===== src/logic/prs_pkg.sv =====
// shared constants and types of the pwm restart, dead-band and steering block
// assumes one 40 MHz clock that stands for the oscillator; synchronous reset
`default_nettype none
package prs_pkg;
    localparam int DW = 8;
    localparam int AW = 2;
    localparam int NPIN = 4;
    // register indices
    localparam logic [AW-1:0] REG_DEADBAND = 2'h0;
    localparam logic [AW-1:0] REG_STEER    = 2'h1;
    localparam logic [AW-1:0] REG_MODE     = 2'h2;
    localparam logic [AW-1:0] REG_STATUS   = 2'h3;
    // field positions
    localparam int RESTART_BIT = 7;
    localparam int DCNT_W      = 7;
    localparam int SYNC_BIT    = 4;
    localparam int FLAG_BIT    = 0;
    localparam int CFG_LSB     = 4;
    // reset values
    localparam logic [DW-1:0] DEADBAND_RST = 8'h00;
    localparam logic [DW-1:0] STEER_RST    = 8'h01;
    localparam logic [DW-1:0] MODE_RST     = 8'h00;
    // mode encodings
    localparam logic [1:0] MODE_PWM   = 2'h3;
    localparam logic [1:0] CFG_SINGLE = 2'h0;
    // timing: one instruction cycle is four oscillator periods
    localparam int CLK_NS     = 25;
    localparam int INSTR_NS   = 100;
    localparam int INSTR_CLKS = INSTR_NS / CLK_NS;
    localparam int CNT_W      = 9;
    // dead-band sequencer states, gray along idle-wait-active
    typedef enum logic [1:0] {
        DB_IDLE   = 2'h0,
        DB_WAIT   = 2'h1,
        DB_ACTIVE = 2'h3
    } prs_db_state_t;
endpackage
`default_nettype wire


===== src/logic/prs_db_if.sv =====
// link between the output stage and its dead-band delayer
// assumes both ends on the same clock
`timescale 1ns/100ps
`default_nettype none
interface prs_db_if;
    import prs_pkg::*;
    logic              raw;     // undelayed pwm, active high
    logic [DCNT_W-1:0] count;   // delay in instruction cycles
    logic              delayed; // pwm with delayed active edge
    modport src (output raw, output count, input delayed);
    modport dly (input raw, input count, output delayed);
endinterface
`default_nettype wire


===== src/logic/prs_deadband.sv =====
// dead-band delayer: holds back the rising edge of the pwm
// assumes raw and count from logic on the same clock
`timescale 1ns/100ps
`default_nettype none
module prs_deadband
    import prs_pkg::*;
(
    input  wire logic i_ref_clk,
    input  wire logic i_rst,
    prs_db_if.dly     dif
);
    prs_db_state_t    state;
    logic [CNT_W-1:0] cnt;

    // sequencer: falling edge passes at once, rising edge waits
    always_ff @(posedge i_ref_clk)
    begin
        if (i_rst)
        begin
            state <= DB_IDLE;
            cnt   <= '0;
        end
        else
        begin
            unique case (state)
                DB_IDLE:
                begin
                    if (dif.raw && dif.count == '0)
                        state <= DB_ACTIVE;
                    else if (dif.raw)
                    begin
                        state <= DB_WAIT;
                        cnt   <= CNT_W'(int'(dif.count) * INSTR_CLKS - 1);
                    end
                end
                DB_WAIT:
                begin
                    if (!dif.raw)
                        state <= DB_IDLE;
                    else if (cnt == '0)
                        state <= DB_ACTIVE;
                    else
                        cnt <= cnt - 1'b1;
                end
                DB_ACTIVE:
                begin
                    if (!dif.raw)
                        state <= DB_IDLE;
                end
                default:
                    state <= DB_IDLE;
            endcase
        end
    end

    assign dif.delayed = (state == DB_ACTIVE);
endmodule // prs_deadband
`default_nettype wire


===== src/logic/prs_top.sv =====
// output stage of the enhanced pwm: restart, dead-band, pin steering
// assumes i_pwm_raw and i_period_start come from the pwm generator on
// i_ref_clk; i_shutdown comes from a pin or comparator and is synchronised
//
// Chosen here: the plain strobed port and the register offsets.
`timescale 1ns/100ps
`default_nettype none
module prs_top
    import prs_pkg::*;
(
    input  wire logic                    i_ref_clk,
    input  wire logic                    i_rst,
    input  wire logic [prs_pkg::AW-1:0]  i_addr,
    input  wire logic [prs_pkg::DW-1:0]  i_wr_data,
    input  wire logic                    i_wr,
    input  wire logic                    i_rd,
    input  wire logic                    i_pwm_raw,
    input  wire logic                    i_period_start,
    input  wire logic                    i_shutdown,
    input  wire logic [prs_pkg::NPIN-1:0] i_port_data,
    input  wire logic [prs_pkg::NPIN-1:0] i_port_oe,
    output var  logic [prs_pkg::DW-1:0]  o_rd_data,
    output var  logic [prs_pkg::NPIN-1:0] o_pin_out,
    output var  logic [prs_pkg::NPIN-1:0] o_pin_oe,
    output var  logic                    o_shutdown_active
);
    import prs_pkg::*;

    // polarity of a pin: a and c from mode bit 1, b and d from bit 0
    function automatic logic pol_of(input logic [3:0] mode, input int idx);
        pol_of = (idx % 2 == 0) ? mode[1] : mode[0];
    endfunction

    // register contents
    logic              auto_restart;
    logic [DCNT_W-1:0] deadband_delay_count;
    logic              steer_update_sync;
    logic [NPIN-1:0]   steer_shadow;
    logic [NPIN-1:0]   steer_act;
    logic [3:0]        capture_compare_mode_select;
    logic [1:0]        pwm_output_config;
    logic              shutdown_event_flag;

    // internal
    logic       sd_meta;
    logic       sd_sync;
    logic [1:0] div;
    logic       tick;
    logic       pwm_mode;
    logic       steer_mode;
    logic       wave;
    logic       wr_status;
    logic       wr_steer;

    prs_db_if dbus ();

    // dead-band delayer on the raw waveform
    prs_deadband u_deadband (
        .i_ref_clk (i_ref_clk),
        .i_rst     (i_rst),
        .dif       (dbus.dly)
    );

    assign dbus.raw   = i_pwm_raw;
    assign dbus.count = deadband_delay_count;

    // two-flop synchroniser for the shutdown input
    always_ff @(posedge i_ref_clk)
    begin
        if (i_rst)
        begin
            sd_meta <= 1'b0;
            sd_sync <= 1'b0;
        end
        else
        begin
            sd_meta <= i_shutdown;
            sd_sync <= sd_meta;
        end
    end

    // instruction-cycle enable, one pulse every four clocks
    always_ff @(posedge i_ref_clk)
    begin
        if (i_rst)
        begin
            div  <= '0;
            tick <= 1'b0;
        end
        else
        begin
            div  <= (div == 2'(INSTR_CLKS - 1)) ? 2'h0 : 2'(div + 1'b1);
            tick <= (div == 2'(INSTR_CLKS - 1));
        end
    end

    // write decode
    assign wr_status = i_wr && (i_addr == REG_STATUS);
    assign wr_steer  = i_wr && (i_addr == REG_STEER);

    // restart and dead-band register
    always_ff @(posedge i_ref_clk)
    begin
        if (i_rst)
        begin
            auto_restart         <= DEADBAND_RST[RESTART_BIT];
            deadband_delay_count <= DEADBAND_RST[DCNT_W-1:0];
        end
        else if (i_wr && i_addr == REG_DEADBAND)
        begin
            auto_restart         <= i_wr_data[RESTART_BIT];
            deadband_delay_count <= i_wr_data[DCNT_W-1:0];
        end
    end

    // steering register; bits 7:5 are not stored
    always_ff @(posedge i_ref_clk)
    begin
        if (i_rst)
        begin
            steer_update_sync <= STEER_RST[SYNC_BIT];
            steer_shadow      <= STEER_RST[NPIN-1:0];
        end
        else if (wr_steer)
        begin
            steer_update_sync <= i_wr_data[SYNC_BIT];
            steer_shadow      <= i_wr_data[NPIN-1:0];
        end
    end

    // mode and output configuration register
    always_ff @(posedge i_ref_clk)
    begin
        if (i_rst)
        begin
            capture_compare_mode_select <= MODE_RST[3:0];
            pwm_output_config           <= MODE_RST[CFG_LSB+1:CFG_LSB];
        end
        else if (i_wr && i_addr == REG_MODE)
        begin
            capture_compare_mode_select <= i_wr_data[3:0];
            pwm_output_config           <= i_wr_data[CFG_LSB+1:CFG_LSB];
        end
    end

    // live steering enables: at instruction boundary or at period start
    always_ff @(posedge i_ref_clk)
    begin
        if (i_rst)
            steer_act <= STEER_RST[NPIN-1:0];
        else if (steer_update_sync ? i_period_start : tick)
            steer_act <= steer_shadow;
    end

    // shutdown flag: set wins over every clear
    always_ff @(posedge i_ref_clk)
    begin
        if (i_rst)
            shutdown_event_flag <= 1'b0;
        else if (sd_sync)
            shutdown_event_flag <= 1'b1;
        else if (wr_status)
            shutdown_event_flag <= i_wr_data[FLAG_BIT];
        else if (auto_restart)
            shutdown_event_flag <= 1'b0;
    end

    // mode decode
    assign pwm_mode   = (capture_compare_mode_select[3:2] == MODE_PWM);
    assign steer_mode = pwm_mode && (pwm_output_config == CFG_SINGLE);
    assign wave       = dbus.delayed && !shutdown_event_flag;

    // per-pin mux: pwm with polarity, or hand the pin to the port
    for (genvar g = 0; g < NPIN; g++)
    begin : g_pin
        logic en;
        assign en = steer_mode ? steer_act[g] : (pwm_mode && g == 0);
        always_ff @(posedge i_ref_clk)
        begin
            if (i_rst)
            begin
                o_pin_out[g] <= 1'b0;
                o_pin_oe[g]  <= 1'b0;
            end
            else if (en)
            begin
                o_pin_out[g] <= wave ^ pol_of(capture_compare_mode_select, g);
                o_pin_oe[g]  <= 1'b1;
            end
            else
            begin
                o_pin_out[g] <= i_port_data[g];
                o_pin_oe[g]  <= i_port_oe[g];
            end
        end
    end

    // read data stand one cycle after the strobe, zero otherwise
    always_ff @(posedge i_ref_clk)
    begin
        if (i_rst)
            o_rd_data <= '0;
        else if (i_rd)
        begin
            unique case (i_addr)
                REG_DEADBAND: o_rd_data <= {auto_restart, deadband_delay_count};
                REG_STEER:    o_rd_data <= {3'h0, steer_update_sync, steer_shadow};
                REG_MODE:     o_rd_data <= {2'h0, pwm_output_config,
                                            capture_compare_mode_select};
                REG_STATUS:   o_rd_data <= {7'h00, shutdown_event_flag};
            endcase
        end
        else
            o_rd_data <= '0;
    end

    // shutdown state to the outside
    always_ff @(posedge i_ref_clk)
    begin
        if (i_rst)
            o_shutdown_active <= 1'b0;
        else
            o_shutdown_active <= shutdown_event_flag;
    end
endmodule // prs_top
`default_nettype wire


===== config.mk =====
export PLATFORM = sky130hd
export DESIGN_NAME = prs_top
export DESIGN_NICKNAME = d
export VERILOG_FILES = /design/src/logic/prs_pkg.sv /design/src/logic/prs_db_if.sv /design/src/logic/prs_deadband.sv /design/src/logic/prs_top.sv
export SDC_FILE = /design/constraint.sdc
export NUM_CORES = 1
export LEC_CHECK = 0
export ABC_AREA = 1
export ABC_CLOCK_PERIOD_IN_PS = 2890
export BUFFER_PORTS_ARGS = -buffer_cell sky130_fd_sc_hd__buf_2
export CORE_MARGIN = 1.5
export CORE_UTILIZATION = 60
export DETAILED_ROUTE_END_ITERATION = 7
export GPL_ROUTABILITY_DRIVEN = 0
export GPL_TIMING_DRIVEN = 0
export PLACE_DENSITY_LB_ADDON = 0.25
export SLEW_MARGIN = 20
export SYNTH_ARGS = -nofsm -noshare
export SYNTH_HDL_FRONTEND = slang
export SYNTH_SLANG_ARGS = --single-unit

===== constraint.sdc =====
create_clock -name i_ref_clk -period 2.89 [get_ports i_ref_clk]
set_input_delay 0 -clock i_ref_clk [delete_from_list [all_inputs] [get_ports i_ref_clk]]
set_output_delay 0 -clock i_ref_clk [all_outputs]
set_load 0.05 [all_outputs]

==> impl_metrics.py <==
metrics = {
    "worst_setup_path": {
        "worstPathRequired_ps": 3120,
        "crit_path_cell_trace": "inv_1, ha_1, inv_1, nor3_1, a21oi_2, nand2_4, inv_6, o21ai_1, nor2_1",
        "cpMostUsedCell": "inv_1",
        "crit_path_start_kind": "flip-flop",
        "crit_path_max_incr_delay_ps": 350,
        "criticalPathCategory": "flip-flop to flip-flop",
        "cpMaxStageDelayCell": "dfxtp_1",
        "cp-end-kind": "flip-flop",
        "crit_fanout": 10,
        "cp.arrival_ps": 1840,
    },
    "power_and_ir_drop": {
        "powerDensity_nw_per_um2": 649,
        "vdd_drop_max_uv": 452,
        "leakage_nw": 1.47,
    },
    "timing": {
        "final-hold-violation-count": 0,
        "setup_ws_ps": 1280,
        "fmax_mhz": 622,
        "finClkSkew_ps": 5.60,
        "report.final.slew_viol_count": 0,
        "fin_crit_sh_pct": 55.6,
        "rsz0062_at_grt": "false",
        "fin_crit_ps": 1610,
        "setup_viol": 0,
        "worstMarginPinSlew_ps": 605,
        "maxSlewHeadroom_pct": 59.7,
        "setup_tns_ps": 0,
    },
    "routing": {
        "drtIter0Drc": 254,
        "totalWireLength_um": 6460,
        "drt-pass1-iter-count": 6,
        "viasPerCell": 5.35,
        "postRouteAntennaNets": 0,
        "post_drt_wl_per_cell_um": 13.9,
        "vias": 2488,
        "drc": 0,
    },
    "flow_run": {
        "maxCapViolations": 0,
    },
    "grt": {
        "gr-usage-met2_pct": 46.4,
        "grt_max_degree": 11,
        "busiest_layer": "met2",
        "grt_pass1_vias": 2179,
        "grt_use_met3_pct": 7.40,
        "grt_pass1_wl_um": 10100,
        "antenna_found_initial": 0,
        "grtUsageTotal_pct": 30.1,
        "use_met1_pct": 39.7,
        "grt_overflow": 0,
    },
    "finish": {
        "nets": 439,
        "num_antenna_cells": 0,
        "multi_input_area_um2": 1150,
        "seq_area_um2": 1140,
        "nFillCells": 286,
        "drive_above_1_share_pct": 21.0,
        "synthToLayoutAreaGrowth_pct": 27.1,
    },
    "clocking": {
        "clock_latency_ps": 340,
        "cts_hold_buf": 20,
        "postCtsSetupRepairBufs": 0,
        "cts.sinks": 57,
        "cts_resized": 0,
        "root_buffer": "clkbuf_8",
        "numCtsBuffers": 9,
        "clockBufferDepth": 2,
        "cts_tree": "built",
        "ctsHtreeMaxLevel": 3,
        "clk_pin_slew_ps": 60,
    },
    "floorplan": {
        "pin_count": 42,
        "die_area_um2": 4650,
        "core_um2": 4060,
        "rows": 23,
        "die_x_um": 68.2,
        "die_h_um": 68.2,
        "start_util_pct": 62.9,
    },
    "synthesis": {
        "ys.flop_type": "dfxtp_1",
        "seq_area_frac_synth_pct": 44.7,
        "synth-warning-count": 0,
        "synthArstFlopShare_pct": 0,
        "synth_area_um2": 2550,
        "netlist_instances": 339,
        "synth-seq-cells": 57,
        "synth.top_cells.by_area": "dfxtp_1 (45%), nand2_1 (8.2%), a21oi_1 (7.3%)",
        "synth.distinct_cells": 38,
        "postSynthAreaPerCell_um2": 7.53,
        "synth-edff-count": 0,
        "syn-num-nets": 368,
        "netlist.area_leader.share_pct": 44.7,
        "yosys.area.top_type": "dfxtp_1",
    },
    "placed_design": {
        "place_ws_ps": 1350,
        "io_buffers": 40,
        "dp.final_hpwl_um": 4220,
    },
    "hold_path": {
        "hold_path.class": "input pin to flip-flop",
    },
    "run_status": {
        "status": "finished, final reports clean",
    },
}
final timing paths:
path,startpoint,to,slack (ps),depth (start not counted)
worst max-delay path,dbus.count[0],u_deadband.cnt[0],1280,9
worst min-delay path,i_rst,u_deadband.cnt[1],20,2
worst max register to register,dbus.count[0],u_deadband.cnt[0],1280,9
worst min register to register,sd_meta,sd_sync,420,2
power breakdown:
| part | internal (mW) | leakage, nW | total, mW | switching (mW) |
|---|---|---|---|---|
| Clock | 0.529 | 0.115 | 0.847 | 0.318 |
| Sequential | 0.838 | 0.468 | 0.874 | 0.0359 |
| Combinational | 0.139 | 0.887 | 0.384 | 0.245 |
worst max-delay path: cells and delay by family (launching register included):
kind	cells	cell delay, ps
AO/OA/AOI/OAI	2	270
flip-flops	1	350
AND/OR/NAND/NOR	3	470
buffers and inverters	3	230
adder cells (fa/ha/maj)	1	180
stage by stage:
step / total power, mW / hold WS (ps) / utilization, % / instances / instance area (um^2)
2_1_floorplan: 1.15 / 107 / - / 339 / 2550
3_3_place_gp: 1.23 / 205 / 69.4 / 429 / 2820
3_5_place_dp: 1.24 / 212 / 69.4 / 429 / 2820
4_1_cts: 2.10 / 21.4 / 80.0 / 465 / 3240
5_1_grt: 2.19 / 34.8 / 80.0 / 465 / 3240
6_report: 2.11 / 20.4 / 80.0 / 465 / 3240
routing by layer:
metal,vias to the layer above,wire [um]
li1,1248,-
met1,1105,2800
met2,119,2990
met3,16,543
met4,0,135
met5,-,0
sequential cells by signal (all words and copies together) (netlist names), 2 cells and up:
register and cells:
u_deadband.state 2, o_pin_out 4, capture_compare_mode_select 4, steer_act 4
div 2, dbus.count 7, u_deadband.cnt 9, pwm_output_config 2
o_pin_oe 4, steer_shadow 4, o_rd_data 8
synthesized netlist by cell type (2+ instances only):
| master | number |
|---|---|
| a21oi_1 | 37 |
| nand4_1 | 3 |
| o211ai_1 | 2 |
| ha_1 | 4 |
| o22ai_1 | 2 |
| xor2_1 | 3 |
| a21oi_2 | 2 |
| dfxtp_1 | 57 |
| o21a_1 | 3 |
| nor2_4 | 5 |
| nand3_1 | 17 |
| clkbuf_1 | 2 |
| o21ai_1 | 8 |
| nor2_1 | 24 |
| o21ai_2 | 2 |
| nand2_1 | 56 |
| nor3_1 | 7 |
| inv_2 | 3 |
| nand2_2 | 5 |
| nor2_2 | 3 |
| inv_1 | 49 |
| inv_4 | 2 |
| nand2_4 | 2 |
| o21ai_0 | 26 |
| buf_2 | 2 |
kinds of logic (layout without fill, tap and decap cells):
logic type      after synthesis  count (layout)  share of synthesized area [%]
flops                        57              57                           44.7
fa+ha+maj                     4               4                           1.96
buf+inv                      62             138                           10.0
xor+xnor                      4               4                           1.37
compound gates               86              86                           18.5
simple gates                126             126                           23.4
layout by cell type (no fill, tap or decap), types with 2 or more instances in the layout:
cell           instances
o22ai_1                2
ha_1                   4
nor2_2                 3
nand4_1                3
inv_4                  2
o211ai_1               2
a21oi_2                2
xor2_1                 3
inv_2                  3
o21ai_2                2
buf_2                 42
clkbuf_1               2
nor2_1                24
dfxtp_1               57
nand2_2                5
nor2_4                 5
inv_1                 49
clkinv_2               2
a21oi_1               37
bufinv_16              2
o21a_1                 3
clkbuf_8              11
o21ai_0               26
o21ai_1                8
nand2_1               56
nor3_1                 7
nand3_1               17
dlygate4sd3_1         20
nand2_4                2
cell type report:
type | instances | area share (%)
Inverter | 55 | 6.67
Sequential cell | 57 | 35.2
Clock inverter | 5 | 2.39
Multi-Input combinational cell | 220 | 35.6
Clock buffer | 11 | 4.67
Timing Repair Buffer | 60 | 12.3
Tap cell | 50 | 1.93
Buffer | 7 | 1.23
Note: power is estimated with default switching activity, not from simulation.
